`config.mk`:
```
export PLATFORM = sky130hd
export DESIGN_NAME = aoc_top
export DESIGN_NICKNAME = d
export VERILOG_FILES = /design/src/aoc_assign_mem.v /design/src/aoc_top.v
export VERILOG_INCLUDE_DIRS = /design/src /design/src/src
export SDC_FILE = /design/constraint.sdc
export NUM_CORES = 2
export LEC_CHECK = 0
export BUFFER_PORTS_ARGS = -buffer_cell sky130_fd_sc_hd__buf_4
export CORE_MARGIN = 2
export CORE_UTILIZATION = 40
export DETAILED_ROUTE_END_ITERATION = 8
export HOLD_SLACK_MARGIN = 0.02
export PLACE_DENSITY = 0.52
export RECOVER_POWER = 25
export SLEW_MARGIN = 10
export SYNTH_ARGS = -nofsm -noshare
export SYNTH_HDL_FRONTEND = slang
export SYNTH_SLANG_ARGS = --single-unit
```
`constraint.sdc`:
```
create_clock -name clock_in -period 7.4 [get_ports clock_in]
set_clock_uncertainty 0.15 [all_clocks]
set_input_delay 0 -clock clock_in [delete_from_list [all_inputs] [get_ports clock_in]]
set_output_delay 0 -clock clock_in [all_outputs]
set_load 0.02 [all_outputs]
```
`src/aoc_map.vh`:
```
// Purpose: Register map, field positions and reset values of the alarm output controller
// Assumes: 32-bit AXI4-Lite register bus, one aligned word per register
// Notes: Definitions only
`ifndef AOC_MAP_VH
`define AOC_MAP_VH

// Byte offsets
`define AOC_ADDR_W 8
`define AOC_OFF_CTRL 8'h00
`define AOC_OFF_CMD 8'h04
`define AOC_OFF_STAT 8'h08
`define AOC_OFF_ASSIGN 8'h0C
`define AOC_OFF_QUERY 8'h10
`define AOC_OFF_IRQ_STAT 8'h14
`define AOC_OFF_IRQ_MASK 8'h18

// Decoded register selects
`define AOC_SEL_CTRL 3'h0
`define AOC_SEL_CMD 3'h1
`define AOC_SEL_STAT 3'h2
`define AOC_SEL_ASSIGN 3'h3
`define AOC_SEL_QUERY 3'h4
`define AOC_SEL_IRQ_STAT 3'h5
`define AOC_SEL_IRQ_MASK 3'h6
`define AOC_SEL_NONE 3'h7

// Control: mode bits (1 = latch, 0 = track), polarity bits (1 = active high)
`define AOC_CTRL_MODE_LSB 0
`define AOC_CTRL_POL_LSB 4
`define AOC_CTRL_RST 8'hF0
// Command: per-line manual clear bits 3:0, scan start bit
`define AOC_CMD_SCAN_BIT 4
// Status: seen bits and init busy
`define AOC_STAT_SEEN_LSB 4
`define AOC_STAT_BUSY_BIT 8
// Assignment and query fields
`define AOC_ASG_LINE_LSB 8
`define AOC_ASG_EN_BIT 16
`define AOC_QRY_DONE_BIT 31
// Assignment entry {enable, line[1:0]}
`define AOC_ENT_W 3
`define AOC_ENT_EN_BIT 2
`define AOC_ENT_DEFAULT 3'h4
// Interrupt mask reset
`define AOC_MASK_RST 4'h0
// AXI responses
`define AOC_RESP_OKAY 2'h0
`define AOC_RESP_SLVERR 2'h2

`endif

```
`src/aoc_assign_mem.v`:
```
// Purpose: Channel to alarm line assignment memory
// Assumes: One write port, one read port, same clock
// Notes: Read data registered, one cycle after rd_en_in; no reset on contents
module aoc_assign_mem #(
   parameter AW = 8,
   parameter DW = 3
) (
   input wire clock_in, // System clock
   input wire wr_en_in, // Write strobe
   input wire [AW-1:0] wr_addr_in, // Write index
   input wire [DW-1:0] wr_data_in, // Write word
   input wire rd_en_in, // Read strobe
   input wire [AW-1:0] rd_addr_in, // Read index
   output reg [DW-1:0] rd_data_out // Registered read word
);
   reg [DW-1:0] mem_q [0:(1<<AW)-1];

   // Write port
   always @(posedge clock_in) begin
      if (wr_en_in) begin
         mem_q[wr_addr_in] <= wr_data_in;
      end
   end

   // Registered read keeps the lookup off the output path
   always @(posedge clock_in) begin
      if (rd_en_in) begin
         rd_data_out <= mem_q[rd_addr_in];
      end
   end
endmodule

```
`src/aoc_top.v`:
```
// Purpose: Four alarm output lines driven by per-channel alarm readings
// Assumes: Reading, scan and scanning inputs come from logic on clock_in
// Notes: Registers over AXI4-Lite; one level interrupt
`include "aoc_map.vh"
module aoc_top #(
   parameter CH_W = 8,
   parameter CNT_W = 9
) (
   input wire clock_in, // System clock, 10 MHz
   input wire rst_n_in, // Synchronous reset, active low
   input wire [7:0] s_axi_awaddr_in, // Write address
   input wire s_axi_awvalid_in, // Write address valid
   output reg s_axi_awready_out, // Write address ready
   input wire [31:0] s_axi_wdata_in, // Write data
   input wire [3:0] s_axi_wstrb_in, // Write byte strobes
   input wire s_axi_wvalid_in, // Write data valid
   output reg s_axi_wready_out, // Write data ready
   output reg [1:0] s_axi_bresp_out, // Write response
   output reg s_axi_bvalid_out, // Write response valid
   input wire s_axi_bready_in, // Write response ready
   input wire [7:0] s_axi_araddr_in, // Read address
   input wire s_axi_arvalid_in, // Read address valid
   output reg s_axi_arready_out, // Read address ready
   output reg [31:0] s_axi_rdata_out, // Read data
   output reg [1:0] s_axi_rresp_out, // Read response
   output reg s_axi_rvalid_out, // Read data valid
   input wire s_axi_rready_in, // Read data ready
   input wire reading_valid_in, // One reading this cycle
   input wire [CH_W-1:0] reading_chan_in, // Channel of the reading
   input wire reading_alarm_in, // Reading meets its alarm condition
   input wire scanning_in, // Scan or monitor in progress
   input wire scan_start_in, // New scan begins, pulse
   output reg first_alarm_line_out, // Alarm pin 1
   output reg second_alarm_line_out, // Alarm pin 2
   output reg third_alarm_line_out, // Alarm pin 3
   output reg fourth_alarm_line_out, // Alarm pin 4
   output reg irq_out // Interrupt, level high
);
   localparam NL = 4;
   localparam [CH_W-1:0] LAST_CH = {CH_W{1'b1}};
   localparam [CNT_W-1:0] CNT_ONE = {{(CNT_W-1){1'b0}}, 1'b1};

   // Address decode, shared by write and read paths
   function [2:0] reg_sel;
      input [7:0] a;
      begin
         case (a)
            `AOC_OFF_CTRL: reg_sel = `AOC_SEL_CTRL;
            `AOC_OFF_CMD: reg_sel = `AOC_SEL_CMD;
            `AOC_OFF_STAT: reg_sel = `AOC_SEL_STAT;
            `AOC_OFF_ASSIGN: reg_sel = `AOC_SEL_ASSIGN;
            `AOC_OFF_QUERY: reg_sel = `AOC_SEL_QUERY;
            `AOC_OFF_IRQ_STAT: reg_sel = `AOC_SEL_IRQ_STAT;
            `AOC_OFF_IRQ_MASK: reg_sel = `AOC_SEL_IRQ_MASK;
            default: reg_sel = `AOC_SEL_NONE;
         endcase
      end
   endfunction

   reg aw_full_q;
   reg [7:0] awaddr_q;
   reg w_full_q;
   reg [31:0] wdata_q;
   reg [3:0] wstrb_q;
   reg [7:0] ctrl_q;
   reg [3:0] mask_q;
   reg [3:0] irq_stat_q;
   reg init_busy_q;
   reg [CH_W-1:0] init_idx_q;
   reg vld_p_q;
   reg [CH_W-1:0] chan_p_q;
   reg alarm_p_q;
   reg qry_pend_q;
   reg qry_issued_q;
   reg [CH_W-1:0] qry_chan_q;
   reg [`AOC_ENT_W-1:0] qry_res_q;
   reg qry_done_q;
   reg [(1<<CH_W)-1:0] outside_q;
   wire [`AOC_ENT_W-1:0] ent;
   wire [3:0] out_v;
   wire [3:0] seen_v;
   wire [3:0] ev_v;
   wire [3:0] pin_v;

   // Write byte lanes
   wire [31:0] lane_m = {{8{wstrb_q[3]}}, {8{wstrb_q[2]}}, {8{wstrb_q[1]}}, {8{wstrb_q[0]}}};
   wire [31:0] wd = wdata_q & lane_m;
   wire do_wr = aw_full_q & w_full_q & ~s_axi_bvalid_out;
   wire [2:0] wsel = reg_sel(awaddr_q);
   wire wr_cmd = do_wr & (wsel == `AOC_SEL_CMD);
   wire wr_asg = do_wr & (wsel == `AOC_SEL_ASSIGN) & ~init_busy_q;
   wire wr_qry = do_wr & (wsel == `AOC_SEL_QUERY);
   wire [3:0] man_clr = wr_cmd ? wd[3:0] : 4'h0;
   wire scan_go = scan_start_in | (wr_cmd & wd[`AOC_CMD_SCAN_BIT]);
   // Tracking counts restart when a scan starts or routing changes
   wire restart = scan_go | wr_asg;

   // Write channel handshake: address and data taken in either order
   always @(posedge clock_in) begin
      if (!rst_n_in) begin
         aw_full_q <= 1'b0;
         w_full_q <= 1'b0;
         awaddr_q <= 8'h00;
         wdata_q <= 32'h00000000;
         wstrb_q <= 4'h0;
         s_axi_awready_out <= 1'b0;
         s_axi_wready_out <= 1'b0;
         s_axi_bvalid_out <= 1'b0;
         s_axi_bresp_out <= `AOC_RESP_OKAY;
      end else begin
         if (s_axi_awvalid_in & s_axi_awready_out) begin
            aw_full_q <= 1'b1;
            awaddr_q <= s_axi_awaddr_in;
            s_axi_awready_out <= 1'b0;
         end else if (do_wr) begin
            aw_full_q <= 1'b0;
            s_axi_awready_out <= 1'b1;
         end else begin
            s_axi_awready_out <= ~aw_full_q;
         end
         if (s_axi_wvalid_in & s_axi_wready_out) begin
            w_full_q <= 1'b1;
            wdata_q <= s_axi_wdata_in;
            wstrb_q <= s_axi_wstrb_in;
            s_axi_wready_out <= 1'b0;
         end else if (do_wr) begin
            w_full_q <= 1'b0;
            s_axi_wready_out <= 1'b1;
         end else begin
            s_axi_wready_out <= ~w_full_q;
         end
         if (do_wr) begin
            s_axi_bvalid_out <= 1'b1;
            s_axi_bresp_out <= (wsel == `AOC_SEL_NONE) ? `AOC_RESP_SLVERR : `AOC_RESP_OKAY;
         end else if (s_axi_bready_in) begin
            s_axi_bvalid_out <= 1'b0;
         end
      end
   end

   // Control, mask and interrupt status; a new event beats a W1C
   always @(posedge clock_in) begin
      if (!rst_n_in) begin
         ctrl_q <= `AOC_CTRL_RST;
         mask_q <= `AOC_MASK_RST;
         irq_stat_q <= 4'h0;
         irq_out <= 1'b0;
      end else begin
         if (do_wr & (wsel == `AOC_SEL_CTRL)) begin
            ctrl_q <= wd[7:0];
         end
         if (do_wr & (wsel == `AOC_SEL_IRQ_MASK)) begin
            mask_q <= wd[3:0];
         end
         if (do_wr & (wsel == `AOC_SEL_IRQ_STAT)) begin
            irq_stat_q <= (irq_stat_q & ~wd[3:0]) | ev_v;
         end else begin
            irq_stat_q <= irq_stat_q | ev_v;
         end
         irq_out <= |((irq_stat_q | ev_v) & mask_q);
      end
   end

   // Read channel: answer one cycle after the address is taken
   always @(posedge clock_in) begin
      if (!rst_n_in) begin
         s_axi_arready_out <= 1'b0;
         s_axi_rvalid_out <= 1'b0;
         s_axi_rdata_out <= 32'h00000000;
         s_axi_rresp_out <= `AOC_RESP_OKAY;
      end else if (s_axi_arvalid_in & s_axi_arready_out) begin
         s_axi_arready_out <= 1'b0;
         s_axi_rvalid_out <= 1'b1;
         s_axi_rresp_out <= `AOC_RESP_OKAY;
         s_axi_rdata_out <= 32'h00000000;
         case (reg_sel(s_axi_araddr_in))
            `AOC_SEL_CTRL: s_axi_rdata_out[7:0] <= ctrl_q;
            `AOC_SEL_STAT: begin
               s_axi_rdata_out[3:0] <= out_v;
               s_axi_rdata_out[`AOC_STAT_SEEN_LSB+3:`AOC_STAT_SEEN_LSB] <= seen_v;
               s_axi_rdata_out[`AOC_STAT_BUSY_BIT] <= init_busy_q;
            end
            `AOC_SEL_QUERY: begin
               s_axi_rdata_out[CH_W-1:0] <= qry_chan_q;
               s_axi_rdata_out[`AOC_ASG_LINE_LSB+1:`AOC_ASG_LINE_LSB] <= qry_res_q[1:0];
               s_axi_rdata_out[`AOC_ASG_EN_BIT] <= qry_res_q[`AOC_ENT_EN_BIT];
               s_axi_rdata_out[`AOC_QRY_DONE_BIT] <= qry_done_q;
            end
            `AOC_SEL_IRQ_STAT: s_axi_rdata_out[3:0] <= irq_stat_q;
            `AOC_SEL_IRQ_MASK: s_axi_rdata_out[3:0] <= mask_q;
            `AOC_SEL_CMD: s_axi_rdata_out <= 32'h00000000;
            `AOC_SEL_ASSIGN: s_axi_rdata_out <= 32'h00000000;
            default: s_axi_rresp_out <= `AOC_RESP_SLVERR;
         endcase
      end else begin
         if (s_axi_rready_in) begin
            s_axi_rvalid_out <= 1'b0;
         end
         s_axi_arready_out <= ~s_axi_rvalid_out | s_axi_rready_in;
      end
   end

   // Default routing sweep after reset; software adds during it are dropped
   always @(posedge clock_in) begin
      if (!rst_n_in) begin
         init_busy_q <= 1'b1;
         init_idx_q <= {CH_W{1'b0}};
      end else if (init_busy_q) begin
         init_idx_q <= init_idx_q + 1'b1;
         if (init_idx_q == LAST_CH) begin
            init_busy_q <= 1'b0;
         end
      end
   end

   // Reading lookup has the read port first; queries take idle cycles
   wire rd_reading = reading_valid_in & scanning_in & ~init_busy_q;
   wire qry_go = qry_pend_q & ~rd_reading;

   aoc_assign_mem #(
      .AW(CH_W),
      .DW(`AOC_ENT_W)
   ) u_mem (
      .clock_in(clock_in),
      .wr_en_in(init_busy_q | wr_asg),
      .wr_addr_in(init_busy_q ? init_idx_q : wd[CH_W-1:0]),
      .wr_data_in(init_busy_q ? `AOC_ENT_DEFAULT :
         {wd[`AOC_ASG_EN_BIT], wd[`AOC_ASG_LINE_LSB+1:`AOC_ASG_LINE_LSB]}),
      .rd_en_in(rd_reading | qry_go),
      .rd_addr_in(rd_reading ? reading_chan_in : qry_chan_q),
      .rd_data_out(ent)
   );

   // Reading pipeline and routing query bookkeeping
   always @(posedge clock_in) begin
      if (!rst_n_in) begin
         vld_p_q <= 1'b0;
         chan_p_q <= {CH_W{1'b0}};
         alarm_p_q <= 1'b0;
         qry_pend_q <= 1'b0;
         qry_issued_q <= 1'b0;
         qry_chan_q <= {CH_W{1'b0}};
         qry_res_q <= {`AOC_ENT_W{1'b0}};
         qry_done_q <= 1'b0;
      end else begin
         vld_p_q <= rd_reading;
         chan_p_q <= reading_chan_in;
         alarm_p_q <= reading_alarm_in;
         qry_issued_q <= qry_go;
         if (wr_qry) begin
            qry_pend_q <= 1'b1;
            qry_chan_q <= wd[CH_W-1:0];
            qry_done_q <= 1'b0;
         end else if (qry_go) begin
            qry_pend_q <= 1'b0;
         end
         if (qry_issued_q & ~wr_qry) begin
            qry_res_q <= ent;
            qry_done_q <= 1'b1;
         end
      end
   end

   // Per-channel outside-limit memory so one line can OR many channels
   wire hit_any = vld_p_q & ent[`AOC_ENT_EN_BIT];
   wire was_out = outside_q[chan_p_q];
   always @(posedge clock_in) begin
      if (!rst_n_in | restart) begin
         outside_q <= {(1<<CH_W){1'b0}};
      end else if (hit_any) begin
         outside_q[chan_p_q] <= alarm_p_q;
      end
   end

   // One alarm line per iteration
   genvar i;
   generate
      for (i = 0; i < NL; i = i + 1) begin : g_line
         localparam [1:0] LN = i;
         reg out_q;
         reg seen_q;
         reg [CNT_W-1:0] cnt_q;
         wire latch_m = ctrl_q[`AOC_CTRL_MODE_LSB+i];
         wire hit = hit_any & (ent[1:0] == LN);
         wire ev = hit & alarm_p_q;
         wire rise = ev & ~was_out;
         wire fall = hit & ~alarm_p_q & was_out;
         reg out_d;

         // Output state; a fresh alarm wins over any clear
         always @* begin
            out_d = out_q;
            if (ev) begin
               out_d = 1'b1;
            end else if (man_clr[i]) begin
               out_d = 1'b0;
            end else if (scan_go) begin
               out_d = 1'b0;
            end else if (~latch_m & fall & (cnt_q == CNT_ONE)) begin
               out_d = 1'b0;
            end
         end

         // Count of channels of this line outside their limits
         always @(posedge clock_in) begin
            if (!rst_n_in | restart) begin
               cnt_q <= {CNT_W{1'b0}};
            end else if (rise) begin
               cnt_q <= cnt_q + CNT_ONE;
            end else if (fall) begin
               cnt_q <= cnt_q - CNT_ONE;
            end
         end

         // Alarm data: only a scan start erases it, never a manual clear
         always @(posedge clock_in) begin
            if (!rst_n_in) begin
               out_q <= 1'b0;
               seen_q <= 1'b0;
            end else begin
               out_q <= out_d;
               if (ev) begin
                  seen_q <= 1'b1;
               end else if (scan_go) begin
                  seen_q <= 1'b0;
               end
            end
         end

         assign out_v[i] = out_q;
         assign seen_v[i] = seen_q;
         assign ev_v[i] = ev;
         // Inactive level is the opposite of the active level
         assign pin_v[i] = ctrl_q[`AOC_CTRL_POL_LSB+i] ? out_d : ~out_d;
      end
   endgenerate

   // Pins registered; reset matches active-high default, so idle low
   always @(posedge clock_in) begin
      if (!rst_n_in) begin
         first_alarm_line_out <= 1'b0;
         second_alarm_line_out <= 1'b0;
         third_alarm_line_out <= 1'b0;
         fourth_alarm_line_out <= 1'b0;
      end else begin
         first_alarm_line_out <= pin_v[0];
         second_alarm_line_out <= pin_v[1];
         third_alarm_line_out <= pin_v[2];
         fourth_alarm_line_out <= pin_v[3];
      end
   end
endmodule

```
== After elaboration in Yosys (flattened, before gate mapping) ==
Memories as Yosys holds them, arrays and structs flattened. A register that Yosys moved wholly into a read port is not among the register bits.
Cells that the tools add are included.
W data, S select, Z words.
Storage, ports and cells
  bits in registers: 405
  word-level logic and storage cells: 262
  output and inout bits: 46
  RAM bits: 768
  memories: 1
Memories
  u_mem.mem_q: words 256, bits a word 3, read ports 1, clocked after memory_dff 1, write ports 1, RTL line aoc_assign_mem.v:16  | reg [DW-1:0] mem_q [0:(1<<AW)-1];
Operators by class
  add/sub/neg operators: 9
  bitwise gates (word level): 76
  mux-type cells: 72
  reduce and logical (&&, ||, !) cells: 26
  eq/ne operators: 32
  order comparisons: 2
Operator list (number)
  $bwmux W256: 1
  $mux W9: 8
  $eq A8 B5 Y1 const B: 6
  $mux W1: 47
  $and A1 B1 Y1: 46
  $pmux W3 S7: 2
  $add A9 B1 Y9 const B: 4
  $eq A9 B1 Y1 const B: 4
  $sub A9 B1 Y9 const B: 4
  $eq A8 B4 Y1 const B: 4
  $reduce_bool A2 Y1: 14
  $eq A3 B3 Y1 const B: 7
  $pmux W4 S5: 1
  $not A1 Y1: 18
  $and A17 B17 Y17: 1
  $eq A8 B3 Y1 const B: 2
  $logic_not A8 Y1: 2
  $mux W8: 2
  $pmux W4 S3: 1
  $eq A3 B2 Y1 const B: 3
  $lt A8 B9 Y1 const B: 1
  $mux W3: 3
  $add A8 B1 Y8 const B: 1
  $and A4 B4 Y4: 2
  other kinds (20): 33

== Longest topological paths before layout ==
  depth in word-level cells: 12
  depth in mapped cells: 15

== Cells and area by module ==
A second synthesis with hierarchy kept.
Unflattened totals
  cells, all modules: 4039
  area, all modules: 50409.6 um^2
By module, submodules not included
  aoc_assign_mem: times used 1, cells an instance 1713, area each 31068.5 um^2
  aoc_top: times used 1, cells an instance 2326, area each 19341.0 um^2

== Worst setup path after synthesis ==
Ideal clock, no wire load.
  kind: register to register
  start point: register init_busy_q
  end point: memory u_mem.mem_q[0][0] (data pin)
  path buffers: 3
  slack: 2033 ps
  data required time: 6378 ps
  cell stages (with the launch flop): 5
  data arrival time: 4344 ps
  period minus slack after synthesis: 5367 ps
  path through: dfxtp_1 -> clkbuf_1 -> clkbuf_1 -> clkbuf_1 -> and3b_1
Between the ends
  cells in the longest elaborated chain, start to end: 1
Ends and longest elaborated chain
  start: declaration: RTL line aoc_top.v:68  | reg init_busy_q;
  start signal: assignment: RTL line aoc_top.v:206  | init_busy_q <= 1'b1;
  start signal: assignment: RTL line aoc_top.v:211  | init_busy_q <= 1'b0;
  $mux W3: RTL line aoc_top.v:227  | .wr_data_in(init_busy_q ? `AOC_ENT_DEFAULT :
  via u_mem.wr_data_in[0]: RTL line aoc_assign_mem.v:11  | input wire [DW-1:0] wr_data_in,
  end: declaration: RTL line aoc_assign_mem.v:16
The timed path passes the listed nets, and every way through them passes these cells.

== Worst setup path in the final report ==
  start point: register init_busy_q
  end point: register u_mem.rd_data_out[0], read port of u_mem.mem_q (data pin)
Between the ends
  cells in the longest elaborated chain, start to end: 5
Ends and longest elaborated chain
  $not A1 Y1 *: RTL line aoc_top.v:217  | wire rd_reading = reading_valid_in & scanning_in & ~init_busy_q;
  $and A1 B1 Y1 *: RTL line aoc_top.v:217
  $not A1 Y1: RTL line aoc_top.v:218  | wire qry_go = qry_pend_q & ~rd_reading;
  $and A1 B1 Y1: RTL line aoc_top.v:218
  $or A1 B1 Y1: RTL line aoc_top.v:229  | .rd_en_in(rd_reading | qry_go),
  end: declaration: RTL line aoc_assign_mem.v:14  | output reg [DW-1:0] rd_data_out
Mark *: on every way between the ends. The rest lies on a longest branch, timed or not.
A chain may end at the register's enable or synchronous reset.

==> impl_metrics.xml <==
<?xml version="1.0" encoding="UTF-8"?>
<metrics>
  <group name="outcome">
    <metric name="status" unit="">complete, but fails checks</metric>
    <metric name="violated_checks" unit="">capacitance limit, slew limit</metric>
  </group>
  <group name="worst_setup_path">
    <metric name="timing.critical_path.cells" unit="">clkbuf_1 -&gt; and4b_4 -&gt; buf_4 -&gt; a21oi_4 -&gt; buf_4 -&gt; nand3_1 -&gt; a31oi_1 -&gt; o221ai_1 -&gt; nor4_1 -&gt; nor4_1</metric>
    <metric name="arrival" unit="ns">6.21</metric>
    <metric name="cp_data_required_time" unit="ns">7.72</metric>
    <metric name="critical_path.max_fanout" unit="">80</metric>
    <metric name="critical-path-top-delay-family" unit="">buffers and inverters</metric>
    <metric name="cp_slowest_stage_delay" unit="ns">1.48</metric>
    <metric name="timing_worst_setup_path_type" unit="">reg -&gt; reg</metric>
    <metric name="crit-reg2reg-capture" unit="">u_mem.rd_data_out[0]</metric>
    <metric name="kind_of_start_point_of_the_critical_path" unit="">flop</metric>
    <metric name="rr_worst_depth" unit="">10</metric>
    <metric name="r2r_slack" unit="ns">1.50</metric>
    <metric name="worstReg2RegStart" unit="">init_busy_q</metric>
    <metric name="critPathSlowestCell" unit="">clkbuf_1</metric>
    <metric name="timing.critical_path.to_type" unit="">flop</metric>
    <metric name="critPathBufInv" unit="">3</metric>
  </group>
  <group name="timing">
    <metric name="final_max_slew_viol_count" unit="">590</metric>
    <metric name="max_freq" unit="MHz">170</metric>
    <metric name="slew-limit-headroom" unit="%">-166</metric>
    <metric name="worst_pin_slew" unit="ns">3.99</metric>
    <metric name="fin_setup_tns" unit="ns">0</metric>
    <metric name="timing.final.setup_violations" unit="">0</metric>
    <metric name="grt_setup_unrepaired" unit="">false</metric>
    <metric name="final_critical_path_required_period" unit="ns">5.90</metric>
    <metric name="report.final.hold_viol_count" unit="">0</metric>
    <metric name="timing.final.crit_share" unit="%">79.7</metric>
  </group>
  <group name="logic_synthesis">
    <metric name="ys_async_sr_fraction" unit="%">0</metric>
    <metric name="synth_sequential_area_ratio" unit="%">60.3</metric>
    <metric name="synth_area_per_cell" unit="um^2">10.4</metric>
    <metric name="netlist-cell-type-count" unit="">72</metric>
    <metric name="synth_edf_count" unit="">771</metric>
    <metric name="ys.warnings.count" unit="">0</metric>
    <metric name="synth.cell_area" unit="mm^2">0.0516</metric>
    <metric name="postSynthCellCount" unit="">4964</metric>
    <metric name="synth_seq_cells" unit="">1168</metric>
    <metric name="ys.flop_type" unit="">edfxtp_1</metric>
  </group>
  <group name="clocking">
    <metric name="cts_tree" unit="">built</metric>
    <metric name="cts-htree-levels" unit="">4</metric>
    <metric name="hold_buffers" unit="">141</metric>
    <metric name="post-cts-setup-buffers" unit="">0</metric>
    <metric name="clock_path_buffers" unit="">3</metric>
    <metric name="clock_sinks" unit="">1168</metric>
    <metric name="clkTransAtPathRegs" unit="ns">0.06</metric>
    <metric name="cell_at_the_root_of_the_clock_tree" unit="">clkbuf_16</metric>
    <metric name="cts_resized" unit="">0</metric>
    <metric name="cts_buffers" unit="">134</metric>
    <metric name="clock_latency" unit="ns">0.76</metric>
  </group>
  <group name="drt">
    <metric name="drc_violations_left" unit="">0</metric>
    <metric name="dr_total_vias" unit="">39115</metric>
    <metric name="route.detailed.vias_per_inst" unit="">5.81</metric>
    <metric name="number_of_drc_markers_after_the_initial_detailed_route_iteration" unit="">3855</metric>
    <metric name="met3WireLength" unit="um">9020</metric>
    <metric name="wl_met1" unit="um">70400</metric>
    <metric name="total_detailed_routing_wirelength" unit="um">159000</metric>
    <metric name="antenna_left" unit="">0</metric>
    <metric name="avgRoutedWirePerCell" unit="um">23.5</metric>
    <metric name="routed-wl-met2" unit="um">74600</metric>
    <metric name="highest-signal-layer" unit="">met4</metric>
    <metric name="dr.pass1.iters" unit="">5</metric>
  </group>
  <group name="run">
    <metric name="drv.max_cap_violation_count" unit="">7</metric>
  </group>
  <group name="placement">
    <metric name="gpl.final_weighted_congestion" unit="">0.844</metric>
    <metric name="io_buffers" unit="">72</metric>
    <metric name="dp_hpwl" unit="um">89500</metric>
  </group>
  <group name="floorplanning">
    <metric name="initial_core_utilization" unit="%">40.4</metric>
    <metric name="die_w" unit="um">363</metric>
    <metric name="ioPinCount" unit="">117</metric>
    <metric name="floorplan.die_area" unit="mm^2">0.132</metric>
    <metric name="core_area" unit="mm^2">0.128</metric>
    <metric name="die_height" unit="um">363</metric>
    <metric name="floorplan_row_count" unit="">131</metric>
  </group>
  <group name="grt">
    <metric name="grt_pass1_vias" unit="">38134</metric>
    <metric name="grt_first_pass_wirelength" unit="um">238000</metric>
    <metric name="globalRouteTotalUtil" unit="%">23.7</metric>
    <metric name="maximum_number_of_pins_on_one_net_before_global_route_repair" unit="">198</metric>
    <metric name="overflow" unit="">0</metric>
    <metric name="antenna_found_initial" unit="">4</metric>
  </group>
  <group name="power_and_ir_drop">
    <metric name="power_report.internal_total" unit="uW">10900</metric>
    <metric name="fin_total_pwr" unit="uW">13900</metric>
    <metric name="power_frac_clock" unit="%">47.2</metric>
    <metric name="combPwrFrac" unit="%">2.9</metric>
    <metric name="power_density" unit="mW/mm^2">235</metric>
    <metric name="ir_drop" unit="mV">0.199</metric>
    <metric name="seqPwrFrac" unit="%">49.9</metric>
    <metric name="switching_power" unit="uW">2990</metric>
    <metric name="power_leakage" unit="uW">0.0186</metric>
    <metric name="switching_share" unit="%">21.6</metric>
  </group>
  <group name="cells_and_area">
    <metric name="final_net_count" unit="">5055</metric>
    <metric name="multiInputGateArea" unit="mm^2">0.0184</metric>
    <metric name="areaGrowthSynthToFinish" unit="%">14.4</metric>
    <metric name="final_layout_size_suffix_gt1_share" unit="%">8.66</metric>
    <metric name="area.sequential" unit="mm^2">0.0311</metric>
    <metric name="num-fill-cells" unit="">11843</metric>
  </group>
  <group name="hold_path">
    <metric name="launch_point_of_the_worst_hold_path" unit="">s_axi_arvalid_in</metric>
    <metric name="timing.hold.worst_endpoint" unit="">s_axi_rdata_out[5]</metric>
    <metric name="cell_depth_of_the_worst_hold_path" unit="">5</metric>
    <metric name="min_path_type" unit="">in -&gt; reg</metric>
  </group>
</metrics>
-- kinds of logic (layout without fill, tap and decap cells) --
kind of cell,Yosys count,in the layout,synth area share (%)
and+or+nand+nor,1935,1935,16.6
AOI/OAI and AO/OA,1136,1136,13.9
buffers and inverters,572,659,4.46
other,1,23,0.00727
adders and majority gates,13,13,0.315
DFF,1168,1168,60.3
muxes,132,132,4.24
xor gates and xnor gates,7,7,0.119
-- worst reg2reg max path, cell delays in order (launching register included) --
cell and delay (ns):
dfxtp_1 0.39, clkbuf_1 1.48, and4b_4 0.37, buf_4 0.37
a21oi_4 0.31, buf_4 0.75, nand3_1 0.18, a31oi_1 0.30
o221ai_1 0.38, nor4_1 0.80, nor4_1 0.14
-- flip-flops by register name, indices dropped and copies added (netlist names), 8 cells and up --
name	flops
u_mem.mem_q	768
outside_q	256
g_line.cnt_q	36
s_axi_rdata_out	12
wdata_q	11
awaddr_q	8
chan_p_q	8
ctrl_q	8
init_idx_q	8
qry_chan_q	8
-- worst max path at each step --
stage | start | to | slack, ns | cells past startpoint
global placement | chan_p_q[1] | g_line[1].cnt_q[5] | 2.67 | 8
global route | init_busy_q | u_mem.rd_data_out[0] | 1.31 | 11
finish | init_busy_q | u_mem.rd_data_out[0] | 1.50 | 10
detailed placement | chan_p_q[1] | g_line[1].cnt_q[7] | 2.64 | 8
CTS | init_busy_q | u_mem.rd_data_out[2] | 2.31 | 10
floorplan | init_busy_q | u_mem.mem_q[0][0] | 2.03 | 4
-- cells in the mapped netlist, types with 22 or more instances --
master / count / area (um^2)
clkbuf_1: 368 / 1380
inv_1: 125 / 469
nor2b_1: 22 / 138
buf_1: 32 / 120
a211oi_1: 236 / 1770
o21ai_0: 279 / 1400
a21oi_1: 323 / 1620
a311oi_1: 137 / 1200
nor4_1: 32 / 200
edfxtp_1: 771 / 23200
mux4_2: 69 / 1550
nand2_1: 804 / 3020
nor2_1: 373 / 1400
dfxtp_1: 397 / 7950
nand2b_1: 34 / 213
nand3_1: 507 / 2540
buf_4: 25 / 188
a31oi_1: 73 / 457
nor3_1: 51 / 255
mux2i_1: 61 / 611
-- power by group through the flow --
stage / registers (uW) / clock network, uW / logic [uW]
2_1_floorplan: 7040 / 0 / 229
3_3_place_gp: 7060 / 0 / 342
3_5_place_dp: 7060 / 0 / 342
4_1_cts: 6920 / 6660 / 398
5_1_grt: 6920 / 6920 / 426
6_report: 6920 / 6540 / 401
-- metal layers --
layer | vias to the layer above | GRT usage (%)
met4 | 0 | 7.78
met3 | 261 | 3.70
met1 | 19427 | 32.3
li1 | 18219 | -
met2 | 1208 | 38.7
met5 | - | 0
-- per-stage QoR --
| step | worst slack (ns) | cells | utilization (%) | cell area [um^2] | hold slack, ns |
|---|---|---|---|---|---|
| global placement | 2.67 | 6356 | 41.8 | 53400 | 0.0640 |
| CTS | 2.31 | 6734 | 46.3 | 59100 | 0.0284 |
| global route | 1.31 | 6735 | 46.2 | 59000 | 0.208 |
| floorplan | 2.03 | 4985 | - | 51600 | -0.0283 |
| finish | 1.50 | 6735 | 46.2 | 59000 | 0.205 |
| detailed placement | 2.64 | 6356 | 41.8 | 53400 | 0.0622 |
-- cells in the final DEF (no fill, tap or decap), types with 6 or more instances in the layout --
cell,instances
a211oi_1,236
a21oi_1,322
a22o_1,10
a22oi_1,11
a311oi_1,137
a31oi_1,71
and2_1,16
and3_1,17
buf_12,9
buf_4,114
bufinv_16,7
clkbuf_1,63
clkbuf_16,140
clkbuf_8,13
clkinv_1,11
clkinv_2,18
conb_1,22
dfxtp_1,392
dlygate4sd3_1,141
edfxtp_1,771
ha_1,13
inv_1,125
mux2i_1,58
mux4_2,69
nand2_1,804
nand2b_1,33
nand3_1,507
nand3b_1,9
nand4_1,20
nor2_1,360
nor2_2,14
nor2b_1,20
nor3_1,46
nor3b_1,13
nor4_1,31
o211ai_1,9
o21a_1,7
o21ai_0,279
o221ai_1,12
or4_1,6
-- layout make-up --
type | count | share of cell area (%)
antenna | 1 | 0.00424
clock buffer | 189 | 6.49
clock inverter | 48 | 0.802
inverter | 126 | 0.802
multi-input combinational | 3245 | 31.2
sequential | 1168 | 52.8
tap | 1662 | 3.53
timing repair buffer | 296 | 4.37
No activity file was read; power rests on OpenSTA's default activity.
